==> config.mk <==
export PLATFORM = sky130hd
export DESIGN_NAME = acc_adc_ctrl
export DESIGN_NICKNAME = d
export VERILOG_FILES = /design/src/verilog/acc_pkg.sv /design/src/verilog/acc_sar_engine.sv /design/src/verilog/acc_chan_decode.sv /design/src/verilog/acc_adc_ctrl.sv
export VERILOG_INCLUDE_DIRS = /design/src /design/src/verilog
export SDC_FILE = /design/constraint.sdc
export NUM_CORES = 1
export LEC_CHECK = 0
export BUFFER_PORTS_ARGS = -buffer_cell sky130_fd_sc_hd__buf_2
export CORE_ASPECT_RATIO = 1.25
export CORE_MARGIN = 1.5
export CORE_UTILIZATION = 57
export CTS_BUF_LIST = sky130_fd_sc_hd__clkbuf_16
export CTS_CLUSTER_DIAMETER = 30
export CTS_CLUSTER_SIZE = 10
export DETAILED_ROUTE_END_ITERATION = 8
export GPL_ROUTABILITY_DRIVEN = 0
export PLACE_DENSITY = 0.86
export SYNTH_ARGS = -nofsm -noshare
export SYNTH_HDL_FRONTEND = slang
export SYNTH_SLANG_ARGS = --single-unit
==> constraint.sdc <==
create_clock -name ref_clk_in -period 5.9 [get_ports ref_clk_in]
set_input_delay 0.885 -clock ref_clk_in [delete_from_list [all_inputs] [get_ports ref_clk_in]]
set_output_delay 0.885 -clock ref_clk_in [all_outputs]
set_load 0.03 [all_outputs]
==> src/verilog/acc_defs.svh <==
// Notes on behaviour
// - Writing one to the status bit starts a conversion; it reads one while converting.
// - Hardware clears the status bit when the conversion completes.
// - Enable bit one powers the converter; zero disables it with no operating current.
// - Channel codes 00000 to 01011 connect external analog inputs 0 to 11.
// - Channel codes 01100 to 11100 are reserved and connect no channel.
// - Channel code 11101 connects the temperature indicator.
// - Channel code 11110 connects the internal DAC output.
// - Channel code 11111 connects the fixed reference first buffer output.
// - Control bit 7 is unimplemented, reads zero and ignores writes.
// - All implemented control bits reset to zero on every reset.
// - Right-justified result: high register holds upper 2 bits, low register lower 8.
// - On completion clear status, set the done flag, load both result registers.
// - Early status clear stops conversion; unconverted result bits copy the last converted bit.
`ifndef ACC_DEFS_SVH
`define ACC_DEFS_SVH
`define ACC_ADDR_W       5
`define ACC_OFS_CONTROL  5'h00
`define ACC_OFS_RES_HIGH 5'h04
`define ACC_OFS_RES_LOW  5'h08
`define ACC_OFS_FLAGS    5'h0C
`define ACC_BIT_ON       0
`define ACC_BIT_GO       1
`define ACC_CHS_LSB      2
`define ACC_CHS_MSB      6
`define ACC_BIT_UNUSED   7
`define ACC_BIT_FLAG     0
`define ACC_CHS_LAST_EXT 5'h0B
`define ACC_CHS_TEMP     5'h1D
`define ACC_CHS_DAC      5'h1E
`define ACC_CHS_FVR      5'h1F
`define ACC_EXT_CHANNELS 12
`define ACC_CTRL_RESET   8'h00
`define ACC_RESULT_BITS  10
`define ACC_HIGH_BITS    2
`define ACC_LOW_BITS     8
`define ACC_RESP_OKAY    2'h0
`define ACC_RESP_SLVERR  2'h2
`define ACC_CLK_NS       25
`define ACC_TAD_NS       1000
`define ACC_TAD_CYCLES   ((`ACC_TAD_NS + `ACC_CLK_NS - 1) / `ACC_CLK_NS)
`define ACC_TAD_CNT_W    6
`define ACC_TAD_LAST     (6'(`ACC_TAD_CYCLES - 1))
`define ACC_MSB_IDX      4'h9
`endif

==> src/verilog/acc_pkg.sv <==
`default_nettype none
package acc_pkg;
  typedef enum logic [1:0] {
    ACC_IDLE,
    ACC_HOLD,
    ACC_CONVERT
  } acc_sar_state_type;
endpackage
`default_nettype wire

==> src/verilog/acc_sar_engine.sv <==
`timescale 1ns/10ps
`default_nettype none
`include "acc_defs.svh"
module acc_sar_engine import acc_pkg::*; (
  input  wire logic       clk_in,     // System clock.
  input  wire logic       rst_b_in,   // Asynchronous reset, active low.
  input  wire logic       start_in,   // Start pulse.
  input  wire logic       abort_in,   // Abort pulse.
  input  wire logic       comp_in,    // Comparator: input at or above trial.
  output logic            busy_out,   // Conversion in progress.
  output logic            done_out,   // One-cycle pulse, result loaded.
  output logic            hold_out,   // Hold capacitor disconnected from input.
  output logic [9:0]      result_out, // Last result.
  output logic [9:0]      trial_out   // Trial code for the comparator DAC.
);
  acc_sar_state_type state, next_state;
  logic [`ACC_TAD_CNT_W-1:0] tad, next_tad;
  logic [3:0]  idx, next_idx;
  logic [9:0]  sar, next_sar, mask, next_mask, next_result, next_trial, fill;
  logic        last, next_last, next_done, tad_end;

  assign busy_out = (state != ACC_IDLE);
  assign hold_out = (state != ACC_IDLE);

  always_comb begin
    tad_end     = (tad == `ACC_TAD_LAST);
    fill        = (sar & mask) | (last ? ~mask : 10'h000);
    next_state  = state;
    next_tad    = tad_end ? '0 : `ACC_TAD_CNT_W'(tad + 1'b1);
    next_idx    = idx;
    next_sar    = sar;
    next_mask   = mask;
    next_last   = last;
    next_done   = 1'b0;
    next_result = result_out;
    unique case (state)
      ACC_IDLE: begin
        next_tad = '0;
        if (start_in) begin
          next_state = ACC_HOLD;
          next_sar   = 10'h000;
          next_mask  = 10'h000;
          next_last  = 1'b0;
        end
      end
      ACC_HOLD: begin
        if (tad_end) begin
          next_state = ACC_CONVERT;
          next_idx   = `ACC_MSB_IDX;
        end
      end
      ACC_CONVERT: begin
        if (tad_end) begin
          next_sar[idx]  = comp_in;
          next_mask[idx] = 1'b1;
          next_last      = comp_in;
          if (idx == 4'h0) begin
            next_state  = ACC_IDLE;
            next_done   = 1'b1;
            next_result = next_sar;
          end else begin
            next_idx = 4'(idx - 4'h1);
          end
        end
      end
    endcase
    if (abort_in && state != ACC_IDLE) begin
      next_state  = ACC_IDLE;
      next_done   = 1'b1;
      next_result = fill;
    end
    next_trial = (next_state == ACC_CONVERT) ? (next_sar | 10'(10'h001 << next_idx)) : 10'h000;
  end

  always_ff @(posedge clk_in or negedge rst_b_in) begin
    if (!rst_b_in) begin
      state      <= ACC_IDLE;
      tad        <= '0;
      idx        <= 4'h0;
      sar        <= 10'h000;
      mask       <= 10'h000;
      last       <= 1'b0;
      done_out   <= 1'b0;
      result_out <= 10'h000;
      trial_out  <= 10'h000;
    end else begin
      state      <= next_state;
      tad        <= next_tad;
      idx        <= next_idx;
      sar        <= next_sar;
      mask       <= next_mask;
      last       <= next_last;
      done_out   <= next_done;
      result_out <= next_result;
      trial_out  <= next_trial;
    end
  end
endmodule
`default_nettype wire

==> src/verilog/acc_chan_decode.sv <==
`timescale 1ns/10ps
`default_nettype none
`include "acc_defs.svh"
module acc_chan_decode import acc_pkg::*; (
  input  wire logic        clk_in,      // System clock.
  input  wire logic        rst_b_in,    // Asynchronous reset, active low.
  input  wire logic        enable_in,   // Converter on.
  input  wire logic [4:0]  code_in,     // Channel selector.
  output logic [11:0]      ext_sel_out, // External input switches.
  output logic             temp_sel_out, // Temperature indicator switch.
  output logic             dac_sel_out, // Internal DAC switch.
  output logic             fvr_sel_out  // Fixed reference buffer switch.
);
  logic [11:0] next_ext;
  logic        next_temp, next_dac, next_fvr;

  // Switches open while off so the disabled converter loads no input.
  genvar g;
  for (g = 0; g < `ACC_EXT_CHANNELS; g++) begin : g_ext
    assign next_ext[g] = enable_in && (code_in == 5'(g));
  end

  always_comb begin
    next_temp = enable_in && (code_in == `ACC_CHS_TEMP);
    next_dac  = enable_in && (code_in == `ACC_CHS_DAC);
    next_fvr  = enable_in && (code_in == `ACC_CHS_FVR);
  end

  always_ff @(posedge clk_in or negedge rst_b_in) begin
    if (!rst_b_in) begin
      ext_sel_out  <= 12'h000;
      temp_sel_out <= 1'b0;
      dac_sel_out  <= 1'b0;
      fvr_sel_out  <= 1'b0;
    end else begin
      ext_sel_out  <= next_ext;
      temp_sel_out <= next_temp;
      dac_sel_out  <= next_dac;
      fvr_sel_out  <= next_fvr;
    end
  end
endmodule
`default_nettype wire

==> src/verilog/acc_adc_ctrl.sv <==
// Our own choices: the AXI4-Lite register port and the register offsets.
`timescale 1ns/10ps
`default_nettype none
`include "acc_defs.svh"
module acc_adc_ctrl import acc_pkg::*; (
  input  wire logic                   ref_clk_in,          // System clock, 40 MHz.
  input  wire logic                   rst_b_in,            // Asynchronous reset, active low.
  input  wire logic [`ACC_ADDR_W-1:0] s_axi_awaddr_in,     // Write address.
  input  wire logic                   s_axi_awvalid_in,    // Write address valid.
  output logic                        s_axi_awready_out,   // Write address ready.
  input  wire logic [31:0]            s_axi_wdata_in,      // Write data.
  input  wire logic [3:0]             s_axi_wstrb_in,      // Write byte enables.
  input  wire logic                   s_axi_wvalid_in,     // Write data valid.
  output logic                        s_axi_wready_out,    // Write data ready.
  output logic [1:0]                  s_axi_bresp_out,     // Write response.
  output logic                        s_axi_bvalid_out,    // Write response valid.
  input  wire logic                   s_axi_bready_in,     // Write response ready.
  input  wire logic [`ACC_ADDR_W-1:0] s_axi_araddr_in,     // Read address.
  input  wire logic                   s_axi_arvalid_in,    // Read address valid.
  output logic                        s_axi_arready_out,   // Read address ready.
  output logic [31:0]                 s_axi_rdata_out,     // Read data.
  output logic [1:0]                  s_axi_rresp_out,     // Read response.
  output logic                        s_axi_rvalid_out,    // Read data valid.
  input  wire logic                   s_axi_rready_in,     // Read data ready.
  input  wire logic                   comp_in,             // Comparator decision.
  output logic [9:0]                  trial_code_out,      // Trial code to comparator DAC.
  output logic                        hold_out,            // Hold capacitor disconnected.
  output logic                        converter_on_out,    // Analog power enable.
  output logic [11:0]                 ext_channel_sel_out, // External input switches.
  output logic                        temp_sel_out,        // Temperature indicator switch.
  output logic                        dac_sel_out,         // Internal DAC switch.
  output logic                        fixed_reference_sel_out, // Fixed reference switch.
  output logic                        conversion_done_flag_out // Done flag level.
);
  logic                   converter_on, next_converter_on;
  logic [4:0]             channel_select, next_channel_select;
  logic                   conversion_done_flag, next_conversion_done_flag;
  logic                   bvalid, next_bvalid;
  logic [1:0]             bresp, next_bresp;
  logic                   rvalid, next_rvalid;
  logic [1:0]             rresp, next_rresp;
  logic [31:0]            rdata, next_rdata;
  logic [`ACC_ADDR_W-1:0] rd_addr, next_rd_addr;
  logic                   wr_fire, rd_fire, ctrl_wr, flag_wr, wr_mapped;
  logic                   start_req, abort_req;
  logic                   busy, eng_done;
  logic [9:0]             eng_result;
  localparam logic [7:0]  ctrl_reset_value = `ACC_CTRL_RESET;

  // Address and data are taken together so a write never waits half done.
  always_comb begin
    wr_fire   = s_axi_awvalid_in && s_axi_wvalid_in && !bvalid;
    rd_fire   = s_axi_arvalid_in && !rvalid;
    wr_mapped = (s_axi_awaddr_in == `ACC_OFS_CONTROL) || (s_axi_awaddr_in == `ACC_OFS_RES_HIGH)
             || (s_axi_awaddr_in == `ACC_OFS_RES_LOW) || (s_axi_awaddr_in == `ACC_OFS_FLAGS);
    ctrl_wr   = wr_fire && s_axi_wstrb_in[0] && (s_axi_awaddr_in == `ACC_OFS_CONTROL);
    flag_wr   = wr_fire && s_axi_wstrb_in[0] && (s_axi_awaddr_in == `ACC_OFS_FLAGS);
    // The enable checked is the one already stored, so a write that both enables and
    // starts only enables; this keeps the analog side settled before a start.
    start_req = ctrl_wr && s_axi_wdata_in[`ACC_BIT_GO] && converter_on && !busy;
    abort_req = ctrl_wr && busy
             && (!s_axi_wdata_in[`ACC_BIT_GO] || !s_axi_wdata_in[`ACC_BIT_ON]);
  end

  assign s_axi_awready_out = wr_fire;
  assign s_axi_wready_out  = wr_fire;
  assign s_axi_arready_out = rd_fire;
  assign s_axi_bvalid_out  = bvalid;
  assign s_axi_bresp_out   = bresp;
  assign s_axi_rvalid_out  = rvalid;
  assign s_axi_rresp_out   = rresp;
  assign s_axi_rdata_out   = rdata;
  assign converter_on_out  = converter_on;
  assign conversion_done_flag_out = conversion_done_flag;

  always_comb begin
    next_converter_on         = converter_on;
    next_channel_select       = channel_select;
    next_conversion_done_flag = conversion_done_flag;
    if (ctrl_wr) begin
      next_converter_on   = s_axi_wdata_in[`ACC_BIT_ON];
      next_channel_select = s_axi_wdata_in[`ACC_CHS_MSB:`ACC_CHS_LSB];
    end
    if (flag_wr && s_axi_wdata_in[`ACC_BIT_FLAG]) begin
      next_conversion_done_flag = 1'b0;
    end
    // A completion in the same cycle as a clear keeps the flag set.
    if (eng_done) begin
      next_conversion_done_flag = 1'b1;
    end
  end

  always_ff @(posedge ref_clk_in or negedge rst_b_in) begin
    if (!rst_b_in) begin
      converter_on         <= ctrl_reset_value[`ACC_BIT_ON];
      channel_select       <= ctrl_reset_value[`ACC_CHS_MSB:`ACC_CHS_LSB];
      conversion_done_flag <= 1'b0;
    end else begin
      converter_on         <= next_converter_on;
      channel_select       <= next_channel_select;
      conversion_done_flag <= next_conversion_done_flag;
    end
  end

  always_comb begin
    next_bvalid = bvalid;
    next_bresp  = bresp;
    if (bvalid && s_axi_bready_in) begin
      next_bvalid = 1'b0;
    end
    if (wr_fire) begin
      next_bvalid = 1'b1;
      next_bresp  = wr_mapped ? `ACC_RESP_OKAY : `ACC_RESP_SLVERR;
    end
  end

  always_comb begin
    next_rvalid  = rvalid;
    next_rresp   = rresp;
    next_rdata   = rdata;
    next_rd_addr = rd_addr;
    if (rvalid && s_axi_rready_in) begin
      next_rvalid = 1'b0;
    end
    if (rd_fire) begin
      next_rvalid  = 1'b1;
      next_rresp   = `ACC_RESP_OKAY;
      next_rd_addr = s_axi_araddr_in;
      unique case (s_axi_araddr_in)
        `ACC_OFS_CONTROL: begin
          next_rdata = {24'h000000, 1'b0, channel_select, busy, converter_on};
        end
        `ACC_OFS_RES_HIGH: begin
          next_rdata = {30'h00000000, eng_result[`ACC_RESULT_BITS-1 -: `ACC_HIGH_BITS]};
        end
        `ACC_OFS_RES_LOW: begin
          next_rdata = {24'h000000, eng_result[`ACC_LOW_BITS-1:0]};
        end
        `ACC_OFS_FLAGS: begin
          next_rdata = {31'h00000000, conversion_done_flag};
        end
        default: begin
          next_rdata = 32'h00000000;
          next_rresp = `ACC_RESP_SLVERR;
        end
      endcase
    end
  end

  always_ff @(posedge ref_clk_in or negedge rst_b_in) begin
    if (!rst_b_in) begin
      bvalid  <= 1'b0;
      bresp   <= `ACC_RESP_OKAY;
      rvalid  <= 1'b0;
      rresp   <= `ACC_RESP_OKAY;
      rdata   <= 32'h00000000;
      rd_addr <= `ACC_OFS_CONTROL;
    end else begin
      bvalid  <= next_bvalid;
      bresp   <= next_bresp;
      rvalid  <= next_rvalid;
      rresp   <= next_rresp;
      rdata   <= next_rdata;
      rd_addr <= next_rd_addr;
    end
  end

  acc_sar_engine u_engine (
    .clk_in     (ref_clk_in),
    .rst_b_in   (rst_b_in),
    .start_in   (start_req),
    .abort_in   (abort_req),
    .comp_in    (comp_in),
    .busy_out   (busy),
    .done_out   (eng_done),
    .hold_out   (hold_out),
    .result_out (eng_result),
    .trial_out  (trial_code_out)
  );

  acc_chan_decode u_decode (
    .clk_in       (ref_clk_in),
    .rst_b_in     (rst_b_in),
    .enable_in    (converter_on),
    .code_in      (channel_select),
    .ext_sel_out  (ext_channel_sel_out),
    .temp_sel_out (temp_sel_out),
    .dac_sel_out  (dac_sel_out),
    .fvr_sel_out  (fixed_reference_sel_out)
  );
endmodule
`default_nettype wire

Word level (Yosys, flattened, before mapping). Index checks and enable logic that the tools add are counted.

Add/sub/neg operators: 2. Multiply operators: 0. Divide/modulo/power cells: 0. Order comparisons: 2. Equality and inequality tests: 26. Shifts and indexed selects: 1. Muxes and demuxes: 43. Bitwise gates (word level): 5. Reductions and logical operators: 56.

Operators with widths (count): 10-bit 2-to-1 mux (10); 5-bit by 4-bit == test with 1-bit output (second input constant) (8); 10-bit one-hot mux with 2 select lines (2); 8-bit one-hot mux with 4 select lines (1); 1-bit logical AND (31); 5-bit by 3-bit == test with 1-bit output (second input constant) (6); 10-bit OR (3); 2-bit nonzero test (8); 5-bit == test (second input constant) (3); 5-bit zero test (3); 2-bit 2-to-1 mux (7); 1-bit 2-to-1 mux (13); 4-bit 2-to-1 mux (3); 6-bit 2-to-1 mux (2); 10-bit bitwise AND (1); 10-bit bitwise mux (1); 5-bit by 2-bit == test with 1-bit output (second input constant) (2); 10-bit inverter (1); 1-bit by 4-bit left shift with 10-bit output (first input constant) (1); 4-bit one-hot mux with 2 select lines (1); 6-bit by 1-bit adder with 6-bit output (second input constant) (1); 6-bit == test (second input constant) (1); 2-bit one-hot mux with 3 select lines (1); 3-bit AND reduction (2); other kinds (15) (23).

Register bits: 114. Bits in latches: 0. Bits in writable memories: 0. ROM bits: 0. Input port bits: 54. Output and inout bits: 69. Word-level logic and storage cells: 156. Memories kept: 0.

Logic depth before layout (Yosys ltp). Gate-level depths: netlist of the first run.

Word-level depth: 12. Mapped depth: 11. Mapped depth without buffers: 9.

Hierarchy. From an unflattened synthesis of the first run, not the netlist that was laid out.

Cells, all modules: 439. Area, all modules: 4539.4 µm².

By module, submodules not included: acc_sar_engine (instances 1, cells an instance 297, area each 2951.6 µm²); acc_adc_ctrl (instances 1, cells an instance 105, area each 1088.5 µm²); acc_chan_decode (instances 1, cells an instance 37, area each 499.2 µm²).

Worst setup path after synthesis of the first run. No wires, ideal clock.

Kind: input port to flip-flop. Start point: input port s_axi_awaddr_in[1]. End point: register u_engine.trial_out[0]. Library setup time: 0.121 ns. Data arrival time: 2.573 ns. Data required time: 5.779 ns. Slack: 3.206 ns. Cell stages on the path: 7. Buffers on the path: 1. Cell sequence: or4b_4 > or4_4 > a21boi_4 > buf_6 > o2bb2ai_2 > a41oi_1 > nor2_1.

Elaborated cells between the ends (all ways): 16.

RTL lines: start, declared (RTL line acc_adc_ctrl.sv:8) `` input wire logic [`ACC_ADDR_W-1:0] s_axi_awaddr_in, ``; 5-bit zero test (no line); 1-bit logical AND (RTL line acc_adc_ctrl.sv:56) `` ctrl_wr = wr_fire && s_axi_wstrb_in[0] && (s_axi_awaddr_in == `ACC_OFS_CONTROL); ``; 1-bit logical AND (3 in series) (RTL line acc_adc_ctrl.sv:60) `` start_req = ctrl_wr && s_axi_wdata_in[`ACC_BIT_GO] && converter_on && !busy; ``; 10-bit 2-to-1 mux (RTL line acc_sar_engine.sv:39) `if (start_in) begin`; 10-bit one-hot mux with 2 select lines (RTL line acc_sar_engine.sv:36) `unique case (state)`; via u_engine.next_sar[0] (RTL line acc_sar_engine.sv:19) `logic [9:0] sar, next_sar, mask, next_mask, next_result, next_trial, fill;`; 10-bit OR (RTL line acc_sar_engine.sv:72) `next_trial = (next_state == ACC_CONVERT) ? (next_sar | 10'(10'h001 << next_idx)) : 10'h000;`; 10-bit 2-to-1 mux (RTL line acc_sar_engine.sv:72); via u_engine.next_trial[0] (RTL line acc_sar_engine.sv:19); end signal, assigned (RTL line acc_sar_engine.sv:95) `trial_out <= next_trial;`; end, declared (RTL line acc_sar_engine.sv:14) `output logic [9:0] trial_out`.

The timed path passes the listed nets, and every way through them passes these cells. A chain may end at the register's enable or synchronous reset.

Worst setup path in the final report of the first run.
Start point: input port s_axi_awaddr_in[1]. End point: register u_engine.result_out[2].

Word-level cells in the longest chain between the ends: 7. Elaborated cells between the ends (all ways): 10.

RTL lines: 5-bit zero test (no line) (*); 1-bit logical AND (*) (RTL line acc_adc_ctrl.sv:56); 1-bit logical AND (*) (2 in series) (RTL line acc_adc_ctrl.sv:61) `abort_req = ctrl_wr && busy`; 1-bit logical AND (*) (RTL line acc_sar_engine.sv:67) `if (abort_in && state != ACC_IDLE) begin`; 2-bit nonzero test (no line); 3-bit AND reduction (no line); end signal, assigned (RTL line acc_sar_engine.sv:94) `result_out <= next_result;`; end, declared (RTL line acc_sar_engine.sv:13) `output logic [9:0] result_out,`.

Every way passes the cells marked *; elsewhere a longest branch is shown, timed or not.

==> results of run 1 <==
## Yosys cell counts (6+ instances only)
cell type / number
a21oi_1: 6
a31oi_1: 12
a41oi_1: 8
buf_2: 6
buf_4: 29
clkbuf_1: 17
dfrtp_1: 88
ha_1: 9
inv_1: 14
mux2_2: 8
mux2i_1: 14
nand2_1: 34
nand2b_1: 7
nand3_1: 21
nand4_1: 10
nor2_1: 43
nor3_1: 7
o21ai_0: 15
o21ai_1: 24
o221ai_1: 9
o2bb2ai_2: 7
or3_1: 6
## cell usage in the layout, fill, tap and decap left out, types with 2 or more instances in the layout
master,count
nor2b_1,3
inv_1,14
nand3b_1,4
clkinv_1,2
or3_1,6
or4_1,3
nand2_1,34
xor2_1,2
o21ba_1,2
nor3_1,7
a22oi_1,2
nor4_1,3
nor2_1,43
conb_1,26
and3_1,3
o2bb2ai_2,7
a31oi_1,12
nand4_1,10
dfrtp_1,88
o21ai_0,15
nand2b_1,7
buf_2,67
a21oi_1,6
nand3_1,21
a41oi_1,8
mux2i_1,14
a22o_1,4
o21ai_1,24
o221ai_1,9
buf_4,2
ha_1,9
clkinvlp_4,2
mux2_2,8
clkbuf_16,9
## flip-flops by register name (all words and copies together), names as in the netlist, 2 cells and up
register / flops
s_axi_rdata_out: 8
u_engine.trial_out: 10
u_engine.sar: 10
u_engine.mask: 10
u_engine.tad: 6
u_engine.result_out: 10
u_decode.ext_sel_out: 12
channel_select: 5
u_engine.idx: 4
u_engine.state: 2
## routing by layer
layer / vias up / part of all wire [%]
met5: - / 0
met4: 0 / 2.5
met3: 24 / 6.9
met2: 152 / 51
met1: 1711 / 39
li1: 1662 / -
## stage by stage
step           util [%]  hold slack, ps  power, mW
6_report           65.2             426       1.34
5_1_grt            65.2             435       1.39
4_1_cts            65.2             428       1.35
3_5_place_dp       61.4             422      0.787
3_3_place_gp       61.4             419      0.781
2_1_floorplan         -             408      0.753
## layout make-up
| cell class | count | area [sq um] |
|---|---|---|
| Timing Repair Buffer | 69 | 350 |
| Multi-Input combinational cell | 318 | 2020 |
| Clock buffer | 9 | 225 |
| Inverter | 16 | 60.1 |
| Tap cell | 95 | 119 |
| Clock inverter | 7 | 71.3 |
| Sequential cell | 88 | 2200 |
| Fill cell | 633 | 2700 |
## power by group
| group | internal, mW | total (mW) | switching (mW) |
|---|---|---|---|
| clock network | 0.328 | 0.566 | 0.238 |
| logic | 0.0411 | 0.144 | 0.103 |
| registers | 0.618 | 0.633 | 0.0151 |
| total | 0.987 | 1.34 | 0.356 |
## worst max path at each step
stage / from / slack [ps] / endpoint
3_3_place_gp: s_axi_awaddr_in[1] / 2470 / u_engine.result_out[6]$_DFFE_PN0P_
2_1_floorplan: s_axi_awaddr_in[1] / 3210 / u_engine.trial_out[0]$_DFF_PN0_
3_5_place_dp: s_axi_awaddr_in[1] / 2390 / u_engine.result_out[2]$_DFFE_PN0P_
5_1_grt: s_axi_awaddr_in[1] / 2510 / u_engine.result_out[2]$_DFFE_PN0P_
6_report: s_axi_awaddr_in[1] / 2710 / u_engine.result_out[2]$_DFFE_PN0P_
4_1_cts: s_axi_awaddr_in[1] / 2710 / u_engine.result_out[2]$_DFFE_PN0P_
## worst register-to-register path: stages, from the launching register on
cell	delay [ps]
dfrtp_1	430
inv_1	110
ha_1	330
a21o_1	230
or4_1	760
o21ai_1	210
o21ai_1	430
nand2_1	220
o21ai_1	100
## cell families after synthesis
| logic type | after synthesis | share of synthesized area (%) |
|---|---|---|
| and+or+nand+nor | 155 | 17.5 |
| AOI/OAI and AO/OA | 102 | 16.3 |
| DFF | 88 | 48.6 |
| buffers and inverters | 71 | 8.81 |
| muxes | 23 | 5.58 |
| adders and majority gates | 9 | 2.49 |
| xor gates and xnor gates | 3 | 0.580 |
| other | 1 | 0.0828 |
==> summary.md, run 1 <==
| Metric | Value |
|---|---|
| Worst path cell trace | buf_2, or4b_4, or4_1, o21ai_1, o21ai_1, nand2_1, o21ai_1 |
| Worst setup margin | approximately 2700 ps |
| Max Fclk | between 300 and 400 MHz |
| Fraction of layout cells with a size suffix above 1 | approximately 22% |
| Placed Cells | ~590 |
| Mapped cell area | 4530 sq um |
| GRT Residual Overflow | 0 |
| Via-to-Cell Ratio | just under 6 |
| First-pass DRT Iterations | 5 |
| Hold path depth | 1 |
| Num CTS Buffers | 9 |
| RSZ-0062 raised after global routing | no |
| Met3 GRT Util | under 10% |
| Core Area | approximately 7700 sq um |
| PortBufs | 68 |
| Worst stage delay on the critical path | 850 ps |
| Depth of the worst register-to-register path | 8 |
| CTS root buf | clkbuf_16 |
| Total global-route track usage | 25.6% |
| Final Hold Fails | 0 |
| CP Depth | 7 |
| Busiest grt layer | met2 |
| Clk Latency, worst-skew pair | ~350 ps |
| Nets | about 570 |
| CP max stage cell | or4_1 |
| Critical Path AT | 3360 ps |
| Beginning of the worst hold path | u_engine.done_out$_DFF_PN0_ |
| Cts-stage hold buffer count | 0 |
| Worst Path Required | about 6100 ps |
| Setup Crit Path Kind | in -> reg |
| Yosys cell types | just over 60 |
| Placed cell area | around 4800 sq um |
| M1 GR Usage | between 20 and 30% |
| TritonCTS Sinks | about 90 |
| Cell family with most CP delay | simple AND/OR/NAND/NOR gates |
| Seq/Total Area, Yosys | around half |
| Routed via count | approximately 3500 |
| CTS resizes | 0 |
| Syn Inst Count | about 450 |
| Synth Warn # | 0 |
| DIE AREA | about 8500 sq um |
| FF+latch count, synth | 88 |
| Detailed Route Iter0 Violations | around 290 |
| Slew Viols, Final | 0 |
| Post-route cell area | between 5000 and 6000 sq um |
| First-pass GRT wire length | between 15000 and 20000 microns |
| Area Overhead vs Synth | 11.5% |
| Final TNS setup | 0 ps |
| # DRC | 0 |
| Relative slew slack | between 10% and 20% |
| Share of Yosys cell area claimed by the top area cell type | roughly half |
| Met2 usage | between 40 and 50% |
| Cell repeated most along the worst path | o21ai_1 |
| WHS Endpoint | conversion_done_flag_out$_DFFE_PN0P_ |
| Cell Count, Final, Fillers Out | 602 |
| Hold crit path type | reg -> reg |
| Post-CTS Setup Repair Bufs | 0 |
| Die Height | a little over 100 microns |
| Tcrit/Tclk final | a little over half |
| Avg WL per Cell | 16.6 microns |
| Bufs and invs on worst path | 1 |
| Max clock buf depth | 2 |
| Slew @ Worst Pin | roughly 1200 ps |
| Final Skew | 8.85 ps |
| Status | finished clean |
| Static leakage | 2.52 nW |
| Endpoints failing setup | 0 |
| Number of global-route vias before repair | 3564 |
| Min Tclk post-route | between 3000 and 4000 ps |
| RR Startpoint | u_engine.state[1]$_DFF_PN0_ |
| Mapped Avg Cell Area | ~10 sq um |
| Worst IR Drop VDD | approximately 0.19 mV |
| Die W | 82.7 microns |
| CP Launch Type | input port |
| Max H-tree Level | 3 |
| Initial antenna violation count | 0 |
| Antenna Diode Count | 0 |
| Reg clk slew, reported paths | ~70 ps |
| CP Capture Type | flip-flop |
| Initial core utilization | roughly three fifths |
| EDFF count, synth | 0 |
| Ports | around 120 |
| Register-to-register setup slack | roughly 2900 ps |
| Dominant synthesized flop cell | dfrtp_1 |
| TritonCTS clock tree | done |
| Place WS | ~2400 ps |
| DP HPWL | 6980 microns |
| R2r endpoint | u_engine.result_out[2]$_DFFE_PN0P_ |
| Row cnt | 36 |
| Synth top area cells | dfrtp_1, buf_4, nor2_1, mux2i_1, nand2_1 |
| Worst Path Max Fanout | 23 |
| Pwr per Cell Area | ~270 nW/um^2 |
| Max Cap Viol | 0 |
| Largest net degree at the start of global routing | 89 |
| Total wire length | roughly 10000 microns |
| ANT nets after route | 0 |
| Area leader, netlist | dfrtp_1 |
| Fraction of registers with async set/reset | 100% |
Power figures use the tool's default switching activity.
==> inputs of run 2 (changes only) <==
--- a/config.mk
+++ b/config.mk
@@ -9,13 +9,13 @@
 export BUFFER_PORTS_ARGS = -buffer_cell sky130_fd_sc_hd__buf_2
 export CORE_ASPECT_RATIO = 1.25
 export CORE_MARGIN = 1.5
-export CORE_UTILIZATION = 57
+export CORE_UTILIZATION = 53
 export CTS_BUF_LIST = sky130_fd_sc_hd__clkbuf_16
 export CTS_CLUSTER_DIAMETER = 30
 export CTS_CLUSTER_SIZE = 10
 export DETAILED_ROUTE_END_ITERATION = 8
 export GPL_ROUTABILITY_DRIVEN = 0
-export PLACE_DENSITY = 0.86
+export PLACE_DENSITY = 0.81
 export SYNTH_ARGS = -nofsm -noshare
 export SYNTH_HDL_FRONTEND = slang
 export SYNTH_SLANG_ARGS = --single-unit
==> constraint.sdc (replaced) <==
create_clock -name ref_clk_in -period 3.2 [get_ports ref_clk_in]
set_input_delay 0.48 -clock ref_clk_in [delete_from_list [all_inputs] [get_ports ref_clk_in]]
set_output_delay 0.48 -clock ref_clk_in [all_outputs]
set_load 0.03 [all_outputs]
==> run 2 against run 1 <==
Effect of this change:
- core utilization shrank 4.0 points
- cell count grew 1.3%
- non-clock buffer count grew 6
- wire length shrank 4.1%
- hold slack lost 95 ps
- register-to-register slack lost 2500 ps
- global-route usage shrank 3.5 points
- highest routed layer unchanged
==> summary.md, run 2 (synthesis gave the netlist of run 1 again) <==
| Metric | Value |
|---|---|
| Worst Path Required | ~3400 ps |
| Core Area | 8290 sq um |
| Met2 wire len | approximately 4800 microns |
| CP Launch Type | flip-flop |
| Register-to-register setup slack | 410 ps |
| Total global-route track usage | 22.2% |
| Placed Cells | 594 |
| Max Cap Viol | 0 |
| Tcrit/Tclk final | 87.2% |
| Post-route cell area | approximately 5100 sq um |
| Place WS | 473 ps |
| Status | finished clean |
| Fin util | between 60% and 70% |
| Cell repeated most along the worst path | o21ai_1 |
| Max clock buf depth | 2 |
| Top layer in use | met4 |
| Most frequent cells in the layout | dfrtp_1, buf_2, nor2_1, nand2_1, conb_1 |
| Area Overhead vs Synth | 11.9% |
| Avg WL per Cell | between 15 and 20 microns |
| Worst stage delay on the critical path | approximately 460 ps |
| Worst hold slack | approximately 330 ps |
| First-pass GRT wire length | between 15000 and 20000 microns |
| Die Height | 106 microns |
| Final Hold Fails | 0 |
| Relative slew slack | between 15 and 20% |
| Depth of the worst register-to-register path | 8 |
| Number of global-route vias before repair | about 3300 |
| CP Capture Type | flip-flop |
| Cell Count, Final, Fillers Out | around 600 |
| Fraction of layout cells with a size suffix above 1 | between 20% and 30% |
| DP HPWL | ~6900 microns |
| CTS resizes | 0 |
| CTS root buf | clkbuf_16 |
| Placed cell area | about 4800 sq um |
| Worst path cell trace | inv_1, ha_1, nor3b_2, nand3_1, o21ai_1, o21ai_1, nand2_1, o21ai_1 |
| Most common cell after layout, fill and taps aside | dfrtp_1 |
| Worst IR Drop VDD | about 0.27 mV |
| Max reg flops | 12 |
| WL met1 | about 4000 microns |
| Final Skew | 4.43 ps |
| Hold crit path type | in -> reg |
| Antenna Diode Count | 0 |
| Endpoints failing setup | 0 |
| Cell family with most CP delay | simple AND/OR/NAND/NOR gates |
| Num CTS Buffers | 9 |
| ANT nets after route | 0 |
| WHS Endpoint | s_axi_rvalid_out$_DFFE_PN0P_ |
| Reg clk slew, reported paths | ~60 ps |
| Row cnt | 37 |
| Static leakage | ~2.5 nW |
| TritonCTS Sinks | 88 |
| First-pass DRT Iterations | 5 |
| DIE AREA | around 9100 sq um |
| # DRC | 0 |
| Worst Path Max Fanout | 20 |
| Initial antenna violation count | 0 |
| Die W | between 80 and 90 microns |
| CP max stage cell | dfrtp_1 |
| Hold path depth | 2 |
| Cts-stage hold buffer count | 0 |
| Total wire length | just under 10000 microns |
| Pwr Total | roughly 2.4 mW |
| Initial core utilization | around 55% |
| Largest Register | u_decode.ext_sel_out |
| Max Fclk | between 300 and 400 MHz |
| RSZ-0062 raised after global routing | no |
| Slew Viols, Final | 0 |
| GRT Residual Overflow | 0 |
| Final TNS setup | 0 ps |
| Min Tclk post-route | approximately 2800 ps |
| Slew @ Worst Pin | around 1200 ps |
| Largest net degree at the start of global routing | between 80 and 90 |
| Bufs and invs on worst path | 1 |
| Via-to-Cell Ratio | approximately 6 |
| Max H-tree Level | 3 |
| PortBufs | 68 |
| Detailed Route Iter0 Violations | 270 |
| Worst setup margin | 410 ps |
| Post-CTS Setup Repair Bufs | 0 |
| Clk Latency, worst-skew pair | between 300 and 400 ps |
| RR Startpoint | u_engine.idx[0]$_DFF_PN0_ |
| Critical Path AT | ~3000 ps |
| Pwr per Cell Area | around 470 nW/um^2 |
| TritonCTS clock tree | done |
| Setup Crit Path Kind | reg -> reg |
| DR WL met3 | approximately 600 microns |
| Nets | around 570 |
| R2r endpoint | u_engine.result_out[3]$_DFFE_PN0P_ |
| Routed via count | about 3600 |
| Ports | roughly 120 |
| Beginning of the worst hold path | s_axi_rready_in |
==> run 2: cell count changes in the layout (fill, tap and decap cells not counted) <==
cell,delta
clkinvlp_4,-1
buf_4,+6
clkinv_4,+1
bufinv_16,-1
inv_1,+2
inv_6,-1
==> run 2: report_power, final <==
group | switching, mW | leakage [nW] | internal [mW]
Sequential | 0.0272 | 1.20 | 1.14
Combinational | 0.190 | 1.22 | 0.0758
Clock | 0.412 | 0.135 | 0.518
Total | 0.629 | 2.55 | 1.73
==> run 2: final cells by class <==
cell class                      count  area, sq um
Fill cell                         666         3220
Sequential cell                    88         2200
Multi-Input combinational cell    318         2020
Timing Repair Buffer               75          395
Clock buffer                        9          225
Tap cell                           97          121
Inverter                           16         60.1
Clock inverter                      7         41.3
==> run 2: per-layer routing <==
| layer | vias up | GRT usage (%) |
|---|---|---|
| met5 | - | 0 |
| met4 | 0 | 8.53 |
| met3 | 19 | 5.36 |
| met2 | 160 | 37.6 |
| met1 | 1720 | 27.1 |
| li1 | 1678 | - |
==> run 2: how the worst max path moves through the flow <==
stage,startpoint,to,slack (ps),cells past startpoint
after floorplan,u_engine.idx[0]$_DFF_PN0_,u_engine.trial_out[8]$_DFF_PN0_,860,9
after global placement,u_engine.idx[0]$_DFF_PN0_,u_engine.result_out[9]$_DFFE_PN0P_,560,8
after detailed placement,u_engine.tad[0]$_DFF_PN0_,u_engine.trial_out[9]$_DFF_PN0_,470,8
after CTS,u_engine.tad[0]$_DFF_PN0_,u_engine.trial_out[9]$_DFF_PN0_,450,8
after global routing,u_engine.idx[0]$_DFF_PN0_,u_engine.result_out[4]$_DFFE_PN0P_,190,8
final,u_engine.idx[0]$_DFF_PN0_,u_engine.result_out[3]$_DFFE_PN0P_,410,8
